[config.mk]
export PLATFORM = sky130hd
export DESIGN_NAME = adc_wrap_and_trigger_select
export DESIGN_NICKNAME = d
export VERILOG_FILES = /design/src/adc_wrap_pkg.sv /design/src/adc_wrap_and_trigger_select.sv /design/src/trigger_detect.sv
export SDC_FILE = /design/constraint.sdc
export NUM_CORES = 1
export LEC_CHECK = 0
export BUFFER_PORTS_ARGS = -buffer_cell sky130_fd_sc_hd__buf_4
export CORE_MARGIN = 2
export CORE_UTILIZATION = 51
export DETAILED_ROUTE_END_ITERATION = 12
export GPL_TIMING_DRIVEN = 0
export PLACE_DENSITY = 0.81
export SLEW_MARGIN = 20
export SYNTH_ARGS = -nofsm -noshare
export SYNTH_HDL_FRONTEND = slang
export SYNTH_SLANG_ARGS = --single-unit
[constraint.sdc]
create_clock -name mclk -period 2.6 [get_ports mclk]
set_input_delay 0.26 -clock mclk [delete_from_list [all_inputs] [get_ports mclk]]
set_output_delay 0.26 -clock mclk [all_outputs]
set_load 0.02 [all_outputs]
[src/adc_wrap_pkg.sv]
// Package with register map, field layout and types for the converter wrap and trigger block.
package adc_wrap_pkg;

  // ****************************************
  // Register word indices
  // ****************************************
  // Index offsets as printed, byte address is four times the index.
  localparam logic [5:0] IDX_WRAP_CHANNEL_CONTROL = 6'h00;
  localparam logic [5:0] IDX_TRIGGER_SOURCE_CONTROL = 6'h01;
  localparam logic [5:0] IDX_TRIGGER_CONFIG = 6'h02;
  localparam logic [5:0] IDX_SEQUENCE_CONTROL = 6'h05;
  localparam logic [5:0] IDX_SEQUENCE_STATUS = 6'h06;
  localparam logic [5:0] IDX_DIGITAL_INPUT_ENABLE_HIGH = 6'h0c;
  localparam logic [5:0] IDX_DIGITAL_INPUT_ENABLE_LOW = 6'h0d;
  localparam logic [5:0] IDX_PIN_LEVEL_HIGH = 6'h0e;
  localparam logic [5:0] IDX_PIN_LEVEL_LOW = 6'h0f;
  localparam int ADDR_W = 8;

  // ****************************************
  // Field positions and reset values
  // ****************************************
  localparam int WRAP_LSB = 0;
  localparam int TRIG_CH_LSB = 0;
  localparam int TRIG_SEL_BIT = 7;
  localparam int TRIG_LE_BIT = 4;
  localparam int TRIG_POL_BIT = 3;
  localparam int TRIG_EN_BIT = 2;
  localparam int SEQ_MULTI_CHANNEL_MODE_BIT = 4;
  localparam int SEQ_START_BIT = 0;
  localparam logic [7:0] WRAP_MASK = 8'h0f;
  localparam logic [7:0] TRIG_SRC_MASK = 8'h8f;
  localparam logic [7:0] TRIG_CFG_MASK = 8'h1c;
  localparam logic [7:0] SEQ_CTL_MASK = 8'h10;
  localparam logic [7:0] WRAP_RESET = 8'h0f;
  localparam logic [7:0] TRIG_SRC_RESET = 8'h00;
  localparam logic [7:0] TRIG_CFG_RESET = 8'h00;
  localparam logic [7:0] SEQ_CTL_RESET = 8'h00;
  localparam logic [3:0] CHAN_ZERO = 4'h0;
  localparam logic [1:0] RESP_OKAY = 2'b00;
  localparam logic [1:0] RESP_SLVERR = 2'b10;
  localparam logic [31:0] DATA_ZERO = 32'h0000_0000;

  // ****************************************
  // Types
  // ****************************************
  // Trigger configuration carried together to the detector.
  typedef struct packed {
    logic level_edge_select;
    logic trigger_polarity_bit;
  } trig_mode_t;

  typedef enum logic [1:0] {
    SEQ_IDLE,
    SEQ_RUN
  } seq_state_t;

endpackage

[src/adc_wrap_and_trigger_select.sv]
// Converter sequencer control: wrap channel, trigger source and AXI4-Lite registers.
//
// Overview of operation
// - Writing wrap or trigger-source register aborts the running sequence, starts none.
// - Wrap field bits 3:0 names last scan channel; code zero reserved.
// - In multi-channel mode the scan continues at channel zero after the wrap channel.
// - Source-select bit 7 picks channel field source or dedicated trigger input.
// - Trigger channel field bits 3:0 selects analog channel 0 to 15.
// - Without a dedicated input, source-select only stores; channel stays the source.
// - Both control registers readable and writable at any time.
// - Trigger acts only when enabled; selected analog channel gets its input buffer on.
// - Level/edge and polarity bits give falling, rising, low or high sensitivity.
`timescale 1ns/10ps
module adc_wrap_and_trigger_select
  import adc_wrap_pkg::*;
#(
  parameter int NUM_CH = 16,
  parameter bit HAS_DEDICATED_TRIGGER = 1'b1
) (
  input wire logic mclk, // Module clock, 25 MHz.
  input wire logic nrst, // Synchronous reset, active low.
  input wire logic [adc_wrap_pkg::ADDR_W-1:0] s_axi_awaddr, // Write address.
  input wire logic s_axi_awvalid, // Write address valid.
  output logic s_axi_awready, // Write address ready.
  input wire logic [31:0] s_axi_wdata, // Write data.
  input wire logic [3:0] s_axi_wstrb, // Write byte strobes.
  input wire logic s_axi_wvalid, // Write data valid.
  output logic s_axi_wready, // Write data ready.
  output logic [1:0] s_axi_bresp, // Write response.
  output logic s_axi_bvalid, // Write response valid.
  input wire logic s_axi_bready, // Write response ready.
  input wire logic [adc_wrap_pkg::ADDR_W-1:0] s_axi_araddr, // Read address.
  input wire logic s_axi_arvalid, // Read address valid.
  output logic s_axi_arready, // Read address ready.
  output logic [31:0] s_axi_rdata, // Read data.
  output logic [1:0] s_axi_rresp, // Read response.
  output logic s_axi_rvalid, // Read data valid.
  input wire logic s_axi_rready, // Read data ready.
  input wire logic [NUM_CH-1:0] analog_pin_level, // Digital view of the analog pins.
  input wire logic dedicated_trigger_input, // Dedicated trigger pin.
  input wire logic conversion_done, // Converter finished the current channel.
  output logic [NUM_CH-1:0] input_buffer_enable, // Digital input buffer enables.
  output logic [3:0] conv_channel, // Channel being converted.
  output logic conv_active, // Sequence in progress.
  output logic seq_abort // One-cycle pulse when a sequence is aborted.
);
  import adc_wrap_pkg::*;

  // ****************************************
  // Helper functions
  // ****************************************
  // Word index of a byte address; used by both read and write paths.
  function automatic logic [5:0] word_index(input logic [ADDR_W-1:0] a);
    word_index = a[7:2];
  endfunction

  // ****************************************
  // Bus and register state
  // ****************************************
  logic aw_got_ff, nxt_aw_got;
  logic w_got_ff, nxt_w_got;
  logic [ADDR_W-1:0] awaddr_ff, nxt_awaddr;
  logic [31:0] wdata_ff, nxt_wdata;
  logic wstrb0_ff, nxt_wstrb0;
  logic bvalid_ff, nxt_bvalid;
  logic [1:0] bresp_ff, nxt_bresp;
  logic rvalid_ff, nxt_rvalid;
  logic [31:0] rdata_ff, nxt_rdata;
  logic [1:0] rresp_ff, nxt_rresp;
  logic [7:0] wrap_ff, nxt_wrap;
  logic [7:0] tsrc_ff, nxt_tsrc;
  logic [7:0] tcfg_ff, nxt_tcfg;
  logic [7:0] seqc_ff, nxt_seqc;
  logic [7:0] dien_hi_ff, nxt_dien_hi;
  logic [7:0] dien_lo_ff, nxt_dien_lo;
  logic do_write;
  logic [5:0] widx;
  logic abort_req;
  logic start_req;
  logic awready_ff, nxt_awready;
  logic wready_ff, nxt_wready;
  logic arready_ff, nxt_arready;

  // Write executes once both address and data are held and no response is pending.
  assign do_write = aw_got_ff && w_got_ff && !bvalid_ff;
  assign widx = word_index(awaddr_ff);

  // Accept address and data independently, then execute the write.
  always_comb begin
    nxt_aw_got = aw_got_ff;
    nxt_w_got = w_got_ff;
    nxt_awaddr = awaddr_ff;
    nxt_wdata = wdata_ff;
    nxt_wstrb0 = wstrb0_ff;
    nxt_bvalid = bvalid_ff;
    nxt_bresp = bresp_ff;
    nxt_wrap = wrap_ff;
    nxt_tsrc = tsrc_ff;
    nxt_tcfg = tcfg_ff;
    nxt_seqc = seqc_ff;
    nxt_dien_hi = dien_hi_ff;
    nxt_dien_lo = dien_lo_ff;
    abort_req = 1'b0;
    start_req = 1'b0;
    if (s_axi_awvalid && !aw_got_ff) begin
      nxt_aw_got = 1'b1;
      nxt_awaddr = s_axi_awaddr;
    end
    if (s_axi_wvalid && !w_got_ff) begin
      nxt_w_got = 1'b1;
      nxt_wdata = s_axi_wdata;
      nxt_wstrb0 = s_axi_wstrb[0];
    end
    if (bvalid_ff && s_axi_bready) begin
      nxt_bvalid = 1'b0;
    end
    if (do_write) begin
      nxt_aw_got = 1'b0;
      nxt_w_got = 1'b0;
      nxt_bvalid = 1'b1;
      nxt_bresp = RESP_OKAY;
      // Registers are written in any state of the converter
      unique case (widx)
        IDX_WRAP_CHANNEL_CONTROL: begin
          if (wstrb0_ff) nxt_wrap = wdata_ff[7:0] & WRAP_MASK;
          abort_req = 1'b1;
        end
        IDX_TRIGGER_SOURCE_CONTROL: begin
          if (wstrb0_ff) nxt_tsrc = wdata_ff[7:0] & TRIG_SRC_MASK;
          abort_req = 1'b1;
        end
        IDX_TRIGGER_CONFIG: begin
          if (wstrb0_ff) nxt_tcfg = wdata_ff[7:0] & TRIG_CFG_MASK;
        end
        IDX_SEQUENCE_CONTROL: begin
          if (wstrb0_ff) begin
            nxt_seqc = wdata_ff[7:0] & SEQ_CTL_MASK;
            start_req = wdata_ff[SEQ_START_BIT];
          end
        end
        IDX_DIGITAL_INPUT_ENABLE_HIGH: begin
          if (wstrb0_ff) nxt_dien_hi = wdata_ff[7:0];
        end
        IDX_DIGITAL_INPUT_ENABLE_LOW: begin
          if (wstrb0_ff) nxt_dien_lo = wdata_ff[7:0];
        end
        IDX_PIN_LEVEL_HIGH, IDX_PIN_LEVEL_LOW, IDX_SEQUENCE_STATUS: begin
          nxt_bresp = RESP_OKAY;
        end
        default: begin
          nxt_bresp = RESP_SLVERR;
        end
      endcase
    end
    nxt_awready = !nxt_aw_got;
    nxt_wready = !nxt_w_got;
  end

  always_ff @(posedge mclk) begin
    if (!nrst) begin
      aw_got_ff <= 1'b0;
      awready_ff <= 1'b1;
      wready_ff <= 1'b1;
      w_got_ff <= 1'b0;
      awaddr_ff <= '0;
      wdata_ff <= DATA_ZERO;
      wstrb0_ff <= 1'b0;
      bvalid_ff <= 1'b0;
      bresp_ff <= RESP_OKAY;
      wrap_ff <= WRAP_RESET;
      tsrc_ff <= TRIG_SRC_RESET;
      tcfg_ff <= TRIG_CFG_RESET;
      seqc_ff <= SEQ_CTL_RESET;
      dien_hi_ff <= 8'h00;
      dien_lo_ff <= 8'h00;
    end else begin
      aw_got_ff <= nxt_aw_got;
      awready_ff <= nxt_awready;
      wready_ff <= nxt_wready;
      w_got_ff <= nxt_w_got;
      awaddr_ff <= nxt_awaddr;
      wdata_ff <= nxt_wdata;
      wstrb0_ff <= nxt_wstrb0;
      bvalid_ff <= nxt_bvalid;
      bresp_ff <= nxt_bresp;
      wrap_ff <= nxt_wrap;
      tsrc_ff <= nxt_tsrc;
      tcfg_ff <= nxt_tcfg;
      seqc_ff <= nxt_seqc;
      dien_hi_ff <= nxt_dien_hi;
      dien_lo_ff <= nxt_dien_lo;
    end
  end

  // Ready is high while the channel's holding slot is empty, registered so the pin is a flop.
  assign s_axi_awready = awready_ff;
  assign s_axi_wready = wready_ff;
  assign s_axi_bvalid = bvalid_ff;
  assign s_axi_bresp = bresp_ff;

  // ****************************************
  // Trigger source selection
  // ****************************************
  logic [3:0] trig_ch;
  logic use_dedicated;
  logic trig_level;
  logic trig_fire;
  logic trig_en;
  trig_mode_t trig_mode;

  assign trig_ch = tsrc_ff[TRIG_CH_LSB +: 4];
  // Without the dedicated pin the select bit is stored but inert.
  assign use_dedicated = tsrc_ff[TRIG_SEL_BIT] && HAS_DEDICATED_TRIGGER;
  assign trig_level = use_dedicated ? dedicated_trigger_input : analog_pin_level[trig_ch];
  assign trig_en = tcfg_ff[TRIG_EN_BIT];
  // One driver for the whole struct; fields in declaration order.
  assign trig_mode = {tcfg_ff[TRIG_LE_BIT], tcfg_ff[TRIG_POL_BIT]};

  trigger_detect u_detect (
    .mclk(mclk),
    .nrst(nrst),
    .trig_in(trig_level),
    .mode(trig_mode),
    .fire(trig_fire)
  );

  // ****************************************
  // Sequencer
  // ****************************************
  seq_state_t state_ff, nxt_state;
  logic [3:0] chan_ff, nxt_chan;
  logic abort_ff, nxt_abort;
  logic [NUM_CH-1:0] ibuf_ff, nxt_ibuf;
  logic active_ff, nxt_active;

  // An abort wins over any start in the same cycle so a control write never launches a scan.
  always_comb begin
    nxt_state = state_ff;
    nxt_chan = chan_ff;
    nxt_abort = 1'b0;
    nxt_ibuf = {dien_hi_ff, dien_lo_ff};
    if (trig_en && !use_dedicated) begin
      nxt_ibuf[trig_ch] = 1'b1;
    end
    unique case (state_ff)
      SEQ_IDLE: begin
        if (!abort_req && (start_req || (trig_en && trig_fire))) begin
          nxt_state = SEQ_RUN;
          nxt_chan = CHAN_ZERO;
        end
      end
      SEQ_RUN: begin
        if (abort_req) begin
          nxt_state = SEQ_IDLE;
          nxt_abort = 1'b1;
        end else if (conversion_done) begin
          if (seqc_ff[SEQ_MULTI_CHANNEL_MODE_BIT] && chan_ff == wrap_ff[WRAP_LSB +: 4]) begin
            nxt_chan = CHAN_ZERO;
          end else if (seqc_ff[SEQ_MULTI_CHANNEL_MODE_BIT]) begin
            nxt_chan = chan_ff + 4'h1;
          end
        end
      end
    endcase
    nxt_active = (nxt_state == SEQ_RUN);
  end

  always_ff @(posedge mclk) begin
    if (!nrst) begin
      state_ff <= SEQ_IDLE;
      active_ff <= 1'b0;
      chan_ff <= CHAN_ZERO;
      abort_ff <= 1'b0;
      ibuf_ff <= '0;
    end else begin
      state_ff <= nxt_state;
      active_ff <= nxt_active;
      chan_ff <= nxt_chan;
      abort_ff <= nxt_abort;
      ibuf_ff <= nxt_ibuf;
    end
  end

  assign conv_active = active_ff;
  assign conv_channel = chan_ff;
  assign seq_abort = abort_ff;
  assign input_buffer_enable = ibuf_ff;

  // ****************************************
  // Read path
  // ****************************************
  // One read at a time; address is taken only when no data is pending.
  always_comb begin
    nxt_rvalid = rvalid_ff;
    nxt_rdata = rdata_ff;
    nxt_rresp = rresp_ff;
    if (rvalid_ff && s_axi_rready) nxt_rvalid = 1'b0;
    if (s_axi_arvalid && !rvalid_ff) begin
      nxt_rvalid = 1'b1;
      nxt_rresp = RESP_OKAY;
      nxt_rdata = DATA_ZERO;
      unique case (word_index(s_axi_araddr))
        IDX_WRAP_CHANNEL_CONTROL: nxt_rdata[7:0] = wrap_ff;
        IDX_TRIGGER_SOURCE_CONTROL: nxt_rdata[7:0] = tsrc_ff;
        IDX_TRIGGER_CONFIG: nxt_rdata[7:0] = tcfg_ff;
        IDX_SEQUENCE_CONTROL: nxt_rdata[7:0] = seqc_ff;
        IDX_SEQUENCE_STATUS: nxt_rdata[7:0] = {3'b000, conv_active, chan_ff};
        IDX_DIGITAL_INPUT_ENABLE_HIGH: nxt_rdata[7:0] = dien_hi_ff;
        IDX_DIGITAL_INPUT_ENABLE_LOW: nxt_rdata[7:0] = dien_lo_ff;
        IDX_PIN_LEVEL_HIGH: nxt_rdata[7:0] = analog_pin_level[15:8] & dien_hi_ff;
        IDX_PIN_LEVEL_LOW: nxt_rdata[7:0] = analog_pin_level[7:0] & dien_lo_ff;
        default: nxt_rresp = RESP_SLVERR;
      endcase
    end
    nxt_arready = !nxt_rvalid;
  end

  always_ff @(posedge mclk) begin
    if (!nrst) begin
      rvalid_ff <= 1'b0;
      arready_ff <= 1'b1;
      rdata_ff <= DATA_ZERO;
      rresp_ff <= RESP_OKAY;
    end else begin
      rvalid_ff <= nxt_rvalid;
      arready_ff <= nxt_arready;
      rdata_ff <= nxt_rdata;
      rresp_ff <= nxt_rresp;
    end
  end

  assign s_axi_arready = arready_ff;
  assign s_axi_rvalid = rvalid_ff;
  assign s_axi_rdata = rdata_ff;
  assign s_axi_rresp = rresp_ff;

  // ****************************************
  // Checks
  // ****************************************
  property p_abort_stops;
    @(posedge mclk) disable iff (!nrst)
      (abort_req && conv_active) |=> (!conv_active && seq_abort);
  endproperty
  a_abort_stops: assert property (p_abort_stops) else $error("abort did not stop");

  property p_no_start_on_ctl;
    @(posedge mclk) disable iff (!nrst)
      (abort_req && !conv_active) |=> !conv_active;
  endproperty
  a_no_start_on_ctl: assert property (p_no_start_on_ctl) else $error("control write started");

  property p_wrap_back;
    @(posedge mclk) disable iff (!nrst)
      (conv_active && !abort_req && conversion_done && seqc_ff[SEQ_MULTI_CHANNEL_MODE_BIT]
       && chan_ff == wrap_ff[3:0]) |=> (conv_channel == CHAN_ZERO);
  endproperty
  a_wrap_back: assert property (p_wrap_back) else $error("scan did not wrap");

  property p_wrap_unused_zero;
    @(posedge mclk) disable iff (!nrst)
      (wrap_ff[7:4] == 4'h0) && (tsrc_ff[6:4] == 3'b000);
  endproperty
  a_wrap_unused_zero: assert property (p_wrap_unused_zero) else $error("unused bits set");

  property p_wrap_store;
    @(posedge mclk) disable iff (!nrst)
      (do_write && widx == IDX_WRAP_CHANNEL_CONTROL && wstrb0_ff)
        |=> (wrap_ff[3:0] == $past(wdata_ff[3:0]));
  endproperty
  a_wrap_store: assert property (p_wrap_store) else $error("wrap not stored");

  property p_dedicated_src;
    @(posedge mclk) disable iff (!nrst)
      (tsrc_ff[7] && HAS_DEDICATED_TRIGGER) |-> (trig_level == dedicated_trigger_input);
  endproperty
  a_dedicated_src: assert property (p_dedicated_src) else $error("wrong trigger source");

  property p_channel_src;
    @(posedge mclk) disable iff (!nrst)
      !use_dedicated |-> (trig_level == analog_pin_level[tsrc_ff[3:0]]);
  endproperty
  a_channel_src: assert property (p_channel_src) else $error("wrong channel source");

  property p_trig_needs_enable;
    @(posedge mclk) disable iff (!nrst)
      (!conv_active && !trig_en && !start_req) |=> !conv_active;
  endproperty
  a_trig_needs_enable: assert property (p_trig_needs_enable) else $error("disabled trigger fired");

  property p_buffer_on;
    @(posedge mclk) disable iff (!nrst)
      (trig_en && !use_dedicated) |=> input_buffer_enable[$past(trig_ch)];
  endproperty
  a_buffer_on: assert property (p_buffer_on) else $error("buffer not enabled");
endmodule

[src/trigger_detect.sv]
// Trigger sensitivity detector: edge or level, either polarity.
`timescale 1ns/10ps
module trigger_detect
  import adc_wrap_pkg::*;
(
  input wire logic mclk, // Module clock.
  input wire logic nrst, // Synchronous reset, active low.
  input wire logic trig_in, // Selected trigger source level.
  input wire adc_wrap_pkg::trig_mode_t mode, // Sensitivity mode.
  output logic fire // High while the trigger condition holds.
);
  logic prev_ff;
  logic nxt_prev;

  // Keep the previous level for edge detection.
  always_comb begin
    nxt_prev = trig_in;
  end

  always_ff @(posedge mclk) begin
    if (!nrst) begin
      // Track the pin during reset so an idle-high source shows no false edge on release.
      prev_ff <= nxt_prev;
    end else begin
      prev_ff <= nxt_prev;
    end
  end

  // Decode 00 falling, 01 rising, 10 low level, 11 high level.
  always_comb begin
    unique case ({mode.level_edge_select, mode.trigger_polarity_bit})
      2'b00: fire = prev_ff & ~trig_in;
      2'b01: fire = ~prev_ff & trig_in;
      2'b10: fire = ~trig_in;
      2'b11: fire = trig_in;
    endcase
  end

  property p_rise_fire;
    @(posedge mclk) disable iff (!nrst)
      ({mode.level_edge_select, mode.trigger_polarity_bit} == 2'b01 && $rose(trig_in)) |-> fire;
  endproperty
  a_rise_fire: assert property (p_rise_fire) else $error("rising edge missed");

  property p_high_level;
    @(posedge mclk) disable iff (!nrst)
      ({mode.level_edge_select, mode.trigger_polarity_bit} == 2'b11) |-> (fire == trig_in);
  endproperty
  a_high_level: assert property (p_high_level) else $error("high level wrong");
endmodule
### After elaboration in Yosys (flattened, before gate mapping)

Cells that the tools add are included.

* register bits after elaboration: 90
* input bits: 77
* output and inout port bits: 63
* word-level logic and storage cells: 132

* add/subtract/negate cells: 1
* $lt $le $gt $ge: 2
* equal/unequal tests: 26
* multiplexer cells: 33
* bitwise operators: 7
* reduce and logical (&&, ||, !) cells: 38

Operators with widths (number)
* $pmux 8 s9: 1
* $eq 6x4->1 const B: 8
* $eq 6x3->1 const B: 4
* $mux 4: 5
* $reduce_and 3->1: 6
* $reduce_or 9->1: 2
* $mux 1: 17
* $and 8x8->8: 2
* $mux 16: 1
* $or 16x16->16: 1
* $eq 6x1->1 const B: 2
* $eq 6x2->1 const B: 2
* $logic_and 1x1->1: 12
* $logic_not 6->1: 2
* $logic_not 1->1: 9
* $mux 2: 4
* $pmux 4 s2: 1
* $eq 2x1->1 const B: 3
* $ne 2x2->1 const B: 3
* $lt 4x5->1 const B: 1
* $add 4x1->4 const B: 1
* $bmux 1 s4: 1
* $demux 1 s4: 1
* $eq 2x2->1 const B: 2
* other kinds (13): 16

### Logic depth before layout (Yosys ltp)

Gate-level depths: netlist of the first run.

* depth in word-level cells: 12
* mapped depth: 8
* mapped depth without buffers: 6

### Modules after synthesis

Synthesis of the first run repeated with hierarchy kept, for this count alone.

* cells, all modules: 444
* area, all modules: 3975.1 µm²

Modules (own cells, without submodules)
* adc_wrap_and_trigger_select: instances 1, cells an instance 440, area an instance 3930.0 µm², seq. area each 1701.6 µm²
* trigger_detect: instances 1, cells an instance 4, area an instance 45.0 µm², seq. area each 20.0 µm²

### Least setup slack after synthesis of the first run

Ideal clock, no wire load.

* path type: flip-flop to flip-flop
* start point: register tsrc_ff[1]
* end point: register chan_ff[2] (netlist: conv_channel[2])
* library setup time: 0.080 ns
* arrival time: 1.853 ns
* data required time: 2.520 ns
* setup slack: 0.667 ns
* cell stages (with the launch flop): 7
* buffers on the path: 0
* period minus slack after synthesis: 1.933 ns
* cell sequence: dfxtp_1 -> mux2_1 -> and3_4 -> nor4_4 -> o211ai_2 -> o41a_1 -> a211oi_2

* word-level cells in the longest chain between the ends: 11
* elaborated cells between the ends (all ways): 12
* those cells by class: eq/ne (1); mux (4); bitwise (3); reduce/logical (4)

RTL lines
* start, declared: RTL line adc_wrap_and_trigger_select.sv:71 `logic [7:0] tsrc_ff, nxt_tsrc;`
* start signal, assigned: RTL line adc_wrap_and_trigger_select.sv:187 `tsrc_ff <= nxt_tsrc;`
* $bmux 1 s4 (*): RTL line adc_wrap_and_trigger_select.sv:214 `assign trig_level = use_dedicated ? dedicated_trigger_input : analog_pin_level[trig_ch];`
* $mux 1 (not written as such) (*): RTL line adc_wrap_and_trigger_select.sv:214
* $mux 1 (*): RTL line adc_wrap_and_trigger_select.sv:214
* $not 1->1: RTL line trigger_detect.sv:32, trigger_detect.sv:34
* $and 1x1->1: RTL line trigger_detect.sv:32 `2'b00: fire = prev_ff & ~trig_in;`
* $pmux 1 s4 (*): RTL line trigger_detect.sv:31 `unique case ({mode.level_edge_select, mode.trigger_polarity_bit})`
* $logic_and 1x1->1 (*): RTL line adc_wrap_and_trigger_select.sv:247 `if (!abort_req && (start_req || (trig_en && trig_fire))) begin`
* $logic_or 1x1->1 (*): RTL line adc_wrap_and_trigger_select.sv:247
* $logic_and 1x1->1 (*): RTL line adc_wrap_and_trigger_select.sv:247
* $ne 2x2->1 (no source line) (*)
* $reduce_and 4->1 (no source line) (*)
* end signal, assigned: RTL line adc_wrap_and_trigger_select.sv:278 `chan_ff <= nxt_chan;`
* end, declared: RTL line adc_wrap_and_trigger_select.sv:231 `logic [3:0] chan_ff, nxt_chan;`

Every way passes the cells marked *; elsewhere a longest branch is shown, timed or not. The select of a mux whose other input is x is not followed.
A chain may end at the register's enable or synchronous reset.

### Final worst setup path of the first run

Ends and elaborated chain as after synthesis.

==> impl_metrics.toml, run 1 <==
[drt]
drtPass1Iterations = 5
post-route-drc-count = 0
drt_iter0_markers = 252
ant_nets = 0
routed_wl_um = 11900
wl_per_cell_um = 17.1
viasPerCell = 5.40
vias = 3748

[finish]
multi_input_area_um2 = 2190
syn2layout_area_growth_pct = 24.3
antenna_cells = 0
layout_common_cells = "106 x buf_4, 86 x dfxtp_1, 65 x nor2_1, 40 x mux2i_1"
mostFrequentLayoutCell = "buf_4"
drive_above_1_share_pct = 24.0
nNetsFinal = 665
fillers = 684
register_area_um2 = 1720

[place]
place.gp.congestion = 0.972
dp_slack_ns = 0.308
port_buffers = 80
hpwl_um = 9380

[timing]
fin_setup_tns_ns = 0
tightestPinTransition_ns = 0.840
fin_skew_ns = 0.0186
rsz0062_at_grt = "false"
setup_ws_ns = 0.281
fin_crit_sh_pct = 89.2
slew_viol_final = 0
hold_violations = 0
fmax_ghz = 0.431
max_slew_margin_pct = 43.5
fin_crit_ns = 2.32
setup_viol = 0

[run]
cap_violations = 0

[global_route]
grtUsageMet2_pct = 45.4
met1_usage_pct = 36.7
grt-ovfl-total = 0
antenna_found_initial = 0
grt_first_pass_wirelength_um = 18700
track_usage_pct = 27.8
grt_use_met3_pct = 6.46
grt-busiest-layer = "met2"
grt_max_degree = 18
grt_pass1_vias = 3555

[clock_tree]
clk_latency_ns = 0.36
cts_tree = "yes"
cts_resized = 0
clk_pin_slew_ns = 0.10
cts_setup_buffers = 0
root_buffer = "clkbuf_8"
cts.sinks = 86
clockBufferDepth = 2
hold_buffers = 0
numCtsBuffers = 9
htreeDepth = 3

[critical_path]
crit_type = "reg2reg"
crit_fanout = 4
worstPathArrival_ns = 2.61
endpoint_kind = "flop"
crit_required_ns = 2.89
startpoint_type = "flop"

[synth]
synthArstFlopShare_pct = 0
synth-seq-area-share_pct = 41.3
synth_edf_count = 0
synth_cell_type_count = 63
avgSynthCellArea_um2 = 8.84
synth_area_um2 = 4170
synth_warnings = 0
synthCells = 471
synthFlopType = "dfxtp_1"
ys_seq_elements = 86

[die]
rows = 32
num_io_pins = 140
start_util_pct = 53.3
die_x_um = 94.4
fp.coreArea_um2 = 7810
dieArea_um2 = 8910
die_h_um = 94.4

[power]
power.total_mw = 2.58
peakVddDrop_v = 0.000354
p_per_area_nw_per_um2 = 498
p_leak_nw = 2.37

[hold_path]
hp-class = "in2reg"

[run_status]
status = "finished clean"
[layer usage]
layer / routed length [µm] / vias up
met3: 792 / 15
met4: 193 / 0
met5: 0 / -
li1: - / 1843
met1: 5280 / 1747
met2: 5610 / 143
[where the power goes]
group          internal (mW)  leakage (nW)  switching, mW
Sequential              1.34         0.698         0.0317
Clock                  0.371        0.0953          0.541
Combinational          0.130          1.57          0.164
[cell type report]
| class | count | share of cell area (%) |
|---|---|---|
| plain buffers | 50 | 5.99 |
| clock buffers | 9 | 2.39 |
| clock inverters | 7 | 1.28 |
| inverters | 9 | 0.652 |
| multi-input cells | 351 | 42.4 |
| flip-flops and latches | 86 | 33.3 |
| well taps | 102 | 2.46 |
| repair buffers | 80 | 11.6 |
[stage by stage]
step                      hold slack [ns]  utilization [%]  instances  area (µm²)
after global routing                0.121             66.3        694        5180
after CTS                           0.129             66.3        694        5180
after detailed placement            0.456             63.9        678        4990
after floorplan                     0.396                -        496        4260
after global placement              0.448             63.9        678        4990
final                               0.132             66.3        694        5180
[Yosys cell counts (5+ instances only)]
cell | n | area, µm²
clkbuf_1 | 16 | 60.1
nand2b_1 | 13 | 81.3
nand3_1 | 10 | 50.1
mux2i_1 | 40 | 400
or3_1 | 5 | 31.3
a21oi_1 | 39 | 195
nor2b_1 | 10 | 62.6
nor2_1 | 65 | 244
inv_1 | 7 | 26.3
a21o_1 | 6 | 45.0
nor3_1 | 7 | 35.0
buf_4 | 26 | 195
o2111ai_1 | 10 | 87.6
dfxtp_1 | 86 | 1720
o21ai_0 | 10 | 50.1
nand2_1 | 39 | 146
[critical path, cell delays in order (launching register included)]
cell      delay (ns)
dfxtp_1         0.48
mux4_1          0.59
mux2i_1         0.28
or3_1           0.17
o211ai_2        0.13
o41a_1          0.38
a211oi_2        0.22
[cell families after synthesis]
logic type                 after synthesis  synth area share (%)
AOI/OAI and AO/OA                       98                  15.8
other                                    1                0.0900
adders and majority gates                1                 0.300
muxes                                   46                  12.0
xor gates and xnor gates                 5                  1.05
and+or+nand+nor                        175                  21.2
buffers and inverters                   59                  8.26
DFF                                     86                  41.3
[state kept, by name, summed over array words and instances, names as in the netlist, 2 cells and up]
register and cells:
conv_channel 4, dien_lo_ff 8, input_buffer_enable 16, wdata_ff 8
s_axi_rdata 8, tcfg_ff 3, wrap_ff 4, state_ff 2
tsrc_ff 5, awaddr_ff 6, dien_hi_ff 8
[path summary, 6_finish.rpt]
path,slack [ns],endpoint,cells past startpoint,start
setup / recovery,0.28,conv_channel[2]$_SDFFE_PN0P_,6,tsrc_ff[1]$_SDFFE_PN0P_
hold / removal,0.13,awaddr_ff[5]$_SDFFE_PN0P_,3,s_axi_awaddr[5]
setup reg to reg,0.28,conv_channel[2]$_SDFFE_PN0P_,6,tsrc_ff[1]$_SDFFE_PN0P_
hold reg to reg,0.46,s_axi_rdata[6]$_SDFFE_PN0P_,2,s_axi_rdata[6]$_SDFFE_PN0P_
Power figures use the tool's default switching activity.
==> inputs of run 2 (changes only) <==
ABC_AREA = 1   (was not set)
CORE_UTILIZATION = 50   (was 51)
PLACE_DENSITY = 0.8   (was 0.81)
==> impl_metrics.toml, run 2 <==
[power]
peakVddDrop_v = 0.000295
power.switching_mw = 0.701
seqPwrFrac_pct = 52.4
pwr-share-comb_pct = 11.3
power_frac_clock_pct = 36.3
p_leak_nw = 2.27
power.total_mw = 2.63
p_int_mw = 1.93
swShare_pct = 26.7
p_per_area_nw_per_um2 = 524

[die]
fp.coreArea_um2 = 7730
num_io_pins = 140
start_util_pct = 51.4
dieArea_um2 = 8670
rows = 32
die_x_um = 93.1
die_h_um = 93.1

[finish]
drive_above_1_share_pct = 20.8
antenna_cells = 0
largest_register_ffs = 16
mostFrequentLayoutCell = "nand2_1"
layout_common_cells = "113 x nand2_1, 109 x buf_4, 86 x dfxtp_1, 80 x a21oi_1, 66 x inv_1"
fillers = 717
nNetsFinal = 752
multi_input_area_um2 = 1820
syn2layout_area_growth_pct = 26.2
register_area_um2 = 1720

[global_route]
grtUsageMet2_pct = 44.7
grt-ovfl-total = 0
antenna_found_initial = 0
grt_first_pass_wirelength_um = 17400
grt-busiest-layer = "met2"
grt_pass1_vias = 3700
met1_usage_pct = 31.0
track_usage_pct = 25.7
grt_use_met3_pct = 4.27
grt_max_degree = 17

[synth]
synth_most_common_cell = "nand2_1"
yosysTopAreaCell = "dfxtp_1"
synth.area.top_cells = "dfxtp_1 43%, nand2_1 11%, a21oi_1 10%"
synthArstFlopShare_pct = 0
yosysTopAreaCellShare_pct = 43.4
ys_seq_elements = 86
synthTopCellsByCount = "113 x nand2_1, 86 x dfxtp_1, 80 x a21oi_1"
synth_edf_count = 0
synth_area_um2 = 3970
synth_warnings = 0
synth_cell_type_count = 36
avgSynthCellArea_um2 = 7.14
synthCells = 556
synthFlopType = "dfxtp_1"
synth-seq-area-share_pct = 43.4

[timing]
slew_viol_final = 0
fin_skew_ns = 0.00843
rsz0062_at_grt = "false"
fin_crit_ns = 1.81
fin_crit_sh_pct = 69.5
max_slew_margin_pct = 54.6
setup_viol = 0
fin_setup_tns_ns = 0
tightestPinTransition_ns = 0.681
fmax_ghz = 0.554
hold_violations = 0

[critical_path]
cp_slowest_cell = "dfxtp_1"
startpoint_type = "flop"
crit_chain = "nor2_1, nand2_1, nor3_2, inv_1, or2_1, nand2_1, inv_1, a21oi_1, nor2_1"
worst_r2r_endpoint = "conv_channel[3]$_SDFFE_PN0P_"
r2r_start = "awaddr_ff[4]$_SDFFE_PN0P_"
crit_fanout = 8
crit_type = "reg2reg"
crit_required_ns = 2.85
timing.critical_path.to = "conv_channel[3]$_SDFFE_PN0P_"
worstRegToRegCells = 9
worstPathArrival_ns = 2.06
max_stage_delay_ns = 0.36
crit_path_start = "awaddr_ff[4]$_SDFFE_PN0P_"
endpoint_kind = "flop"
rrSetupSlack_ns = 0.79

[clock_tree]
cts_setup_buffers = 0
clk_latency_ns = 0.35
cts_resized = 0
clockBufferDepth = 2
htreeDepth = 3
clk_pin_slew_ns = 0.09
root_buffer = "clkbuf_8"
numCtsBuffers = 9
hold_buffers = 0
cts.sinks = 86
cts_tree = "yes"

[hold_path]
hp-start = "s_axi_awvalid"
whs_path_depth = 2
hp-class = "in2reg"

[drt]
ant_nets = 0
drtPass1Iterations = 5
wl_per_cell_um = 13.9
post-route-drc-count = 0
drt_iter0_markers = 240
viasPerCell = 5.14
routed_wl_um = 10900
vias = 4013

[place]
port_buffers = 82
place.gp.congestion = 0.909
hpwl_um = 8500

[run_status]
status = "finished clean"

[run]
cap_violations = 0
==> run 2: kinds of logic (layout without fill, tap and decap cells) <==
family,Yosys count,count (layout),share of synthesized area [%]
AO/OA/AOI/OAI,155,155,21.2
adder cells (fa/ha/maj),1,1,0.315
XOR/XNOR,2,2,0.441
buffers and inverters,110,208,13.2
other,1,26,0.0944
AND/OR/NAND/NOR,201,201,21.4
flip-flops,86,86,43.4
==> run 2: power groups by stage <==
stage | clock (mW) | sequential [mW] | combinational, mW
2_1_floorplan | 0 | 1.41 | 0.177
6_report | 0.955 | 1.38 | 0.297
3_3_place_gp | 0 | 1.41 | 0.288
5_1_grt | 1.03 | 1.38 | 0.330
3_5_place_dp | 0 | 1.41 | 0.294
4_1_cts | 0.970 | 1.38 | 0.295
==> run 2: how the worst min path moves through the flow <==
stage / end / slack [ns]
2_1_floorplan: s_axi_awready$_SDFF_PN1_ / 0.39
3_3_place_gp: s_axi_rdata[6]$_SDFFE_PN0P_ / 0.46
3_5_place_dp: s_axi_rdata[5]$_SDFFE_PN0P_ / 0.46
4_1_cts: s_axi_awready$_SDFF_PN1_ / 0.11
5_1_grt: s_axi_awready$_SDFF_PN1_ / 0.13
6_report: s_axi_awready$_SDFF_PN1_ / 0.12
==> run 2: worst max-delay path: cells and delay by family, from the launching register on <==
kind | cells | cell delay, ns
buf+inv | 2 | 0.21
compound gates | 1 | 0.17
flops | 1 | 0.36
simple gates | 6 | 0.96
==> run 2: cell type report <==
class / instances / share of cell area, %
Multi-Input combinational cell: 385 / 36.3
Tap cell: 102 / 2.55
Inverter: 69 / 5.17
Clock inverter: 7 / 1.62
Sequential cell: 86 / 34.3
Clock buffer: 9 / 2.47
Timing Repair Buffer: 82 / 12.3
Buffer: 41 / 5.29
==> run 2: per-layer routing <==
metal	routed length, µm	share of wire, %
met1	4560	42
met4	353	3.3
met5	0	0
met2	5210	48
met3	743	6.8
==> run 2: metrics by stage <==
stage,hold WS (ns),setup WS (ns),util [%],area [µm²],cells
floorplan,0.390,1.06,-,4070,581
global route,0.129,0.536,64.9,5010,781
detailed placement,0.457,0.785,62.2,4810,765
finish,0.125,0.793,64.9,5010,781
global placement,0.459,0.809,62.2,4810,765
CTS,0.115,0.804,64.9,5010,781
==> inputs of run 3 (changes only) <==
CORE_UTILIZATION = 45   (was 50)
PLACE_DENSITY = 0.76   (was 0.8)
clock period = 1.6 ns   (was 2.6 ns; I/O delays follow)
==> impl_metrics.toml, run 3 (synthesis gave the netlist of run 2 again) <==
[run_status]
status = "complete, but fails checks"
violations = "setup timing"

[power]
power.total_mw = 4.43
p_per_area_nw_per_um2 = 825
p_leak_nw = 2.40
peakVddDrop_v = 0.000487

[global_route]
grt-ovfl-total = 0
grt_pass1_vias = 3926
track_usage_pct = 23.9
met1_usage_pct = 29.4
grtUsageMet2_pct = 40.8
grt_use_met3_pct = 3.94
antenna_found_initial = 0
grt-busiest-layer = "met2"
grt_max_degree = 17
grt_first_pass_wirelength_um = 18400

[place]
port_buffers = 82
placed_cell_area_um2 = 4820
place.gp.congestion = 0.899
hpwl_um = 8690
dp_slack_ns = -0.186

[drt]
vias = 4166
viasPerCell = 5.20
ant_nets = 0
wl_per_cell_um = 14.8
drt_iter0_markers = 263
post-route-drc-count = 0
drtPass1Iterations = 5
routed_wl_um = 11900

[critical_path]
endpoint_kind = "flop"
crit_fanout = 8
startpoint_type = "flop"
rrSetupSlack_ns = -0.13
crit_required_ns = 1.90
worstPathArrival_ns = 2.03
crit_type = "reg2reg"

[finish]
layout_common_cells = "118 x buf_4, 100 x nand2_1, 84 x dfxtp_1, 70 x a21oi_1, 62 x inv_1"
post-route-cell-area_um2 = 5370
largest_register_ffs = 16
syn2layout_area_growth_pct = 35.3
mostFrequentLayoutCell = "buf_4"
register_area_um2 = 1730
nNetsFinal = 766
drive_above_1_share_pct = 30.0
fillers = 801
antenna_cells = 0
multi_input_area_um2 = 2010

[die]
fp.coreArea_um2 = 8640
die_x_um = 97.9
num_io_pins = 140
dieArea_um2 = 9590
start_util_pct = 46.0
rows = 34
die_h_um = 97.9

[clock_tree]
root_buffer = "clkbuf_8"
clk_latency_ns = 0.37
clk_pin_slew_ns = 0.10
cts_tree = "yes"
cts.sinks = 86
clockBufferDepth = 2
numCtsBuffers = 9
htreeDepth = 3

[timing]
hold_violations = 0
fin_skew_ns = 0.0164
slew_viol_final = 0
fmax_ghz = 0.579
fin_crit_ns = 1.73
setup_ws_ns = -0.128
max_slew_margin_pct = 52.1
setup_viol = 7
fin_crit_sh_pct = 108
rsz0062_at_grt = "true"
tightestPinTransition_ns = 0.718

[run]
cap_violations = 0

[hold_path]
hp-class = "in2reg"
-- run 3: cell types whose count changed in the layout (fill, tap and decap cells not counted), sizes merged --
| cell | previous run | this run |
|---|---|---|
| inv | 71 | 73 |
| clkbuf | 18 | 17 |
| clkinv | 4 | 0 |
| buf | 114 | 130 |
| clkinvlp | 0 | 1 |
-- run 3: area by class of cell --
class | instances | area share [%]
Buffer | 41 | 5.36
Clock buffer | 10 | 2.56
Clock inverter | 6 | 1.40
Inverter | 69 | 4.82
Multi-Input combinational cell | 385 | 37.4
Sequential cell | 86 | 32.1
Tap cell | 108 | 2.52
Timing Repair Buffer | 96 | 13.8
-- run 3: power breakdown --
group / leakage (nW) / switching (mW) / total, mW / internal (mW)
clock: 0.106 / 0.868 / 1.66 / 0.792
sequential: 0.700 / 0.0576 / 2.25 / 2.19
combinational: 1.60 / 0.303 / 0.522 / 0.219
total: 2.40 / 1.23 / 4.43 / 3.20
-- run 3: worst max-delay path: stages (launching register included) --
cell,delay [ns]
dfxtp_4,0.37
inv_2,0.04
buf_6,0.12
buf_4,0.13
nand3_2,0.05
nand3_2,0.07
nand2_2,0.07
nand2_2,0.07
o21bai_4,0.16
nand2_2,0.09
nand3_4,0.10
nand3_4,0.13
nand3_2,0.09
nand2_1,0.05
nor2_1,0.11
-- run 3: stage by stage --
step | utilization (%) | instances | hold slack [ns] | TNS, ns
floorplan | - | 581 | 0.290 | 0
global placement | 55.8 | 771 | 0.398 | -1.66
detailed placement | 55.8 | 771 | 0.400 | -2.14
CTS | 59.1 | 791 | 0.000273 | -0.523
global route | 62.2 | 801 | 0.0299 | -2.75
finish | 62.2 | 801 | 0.00463 | -0.732
-- run 3: worst paths after layout --
| kind | from | end | cells after the start |
|---|---|---|---|
| max | tsrc_ff[0]$_SDFFE_PN0P_ | conv_channel[3]$_SDFFE_PN0P_ | 14 |
| min | s_axi_awvalid | s_axi_awready$_SDFF_PN1_ | 2 |
| max reg2reg | tsrc_ff[0]$_SDFFE_PN0P_ | conv_channel[3]$_SDFFE_PN0P_ | 14 |
| min reg2reg | s_axi_rdata[3]$_SDFFE_PN0P_ | s_axi_rdata[3]$_SDFFE_PN0P_ | 2 |
-- run 3: routing by layer --
| layer | wire, µm | up-vias |
|---|---|---|
| met1 | 4830 | 1944 |
| met3 | 783 | 23 |
| li1 | - | 2034 |
| met5 | 0 | - |
| met2 | 6000 | 165 |
| met4 | 275 | 0 |
-- run 3: repair_timing --
item                       in CTS  in global routing
pin swaps                       6                 19
hold buffers                    0                  0
gates resized for setup        17                 71
gates cloned                    0                  1
setup endpoints to repair      17                 35
setup buffers                   4                  9
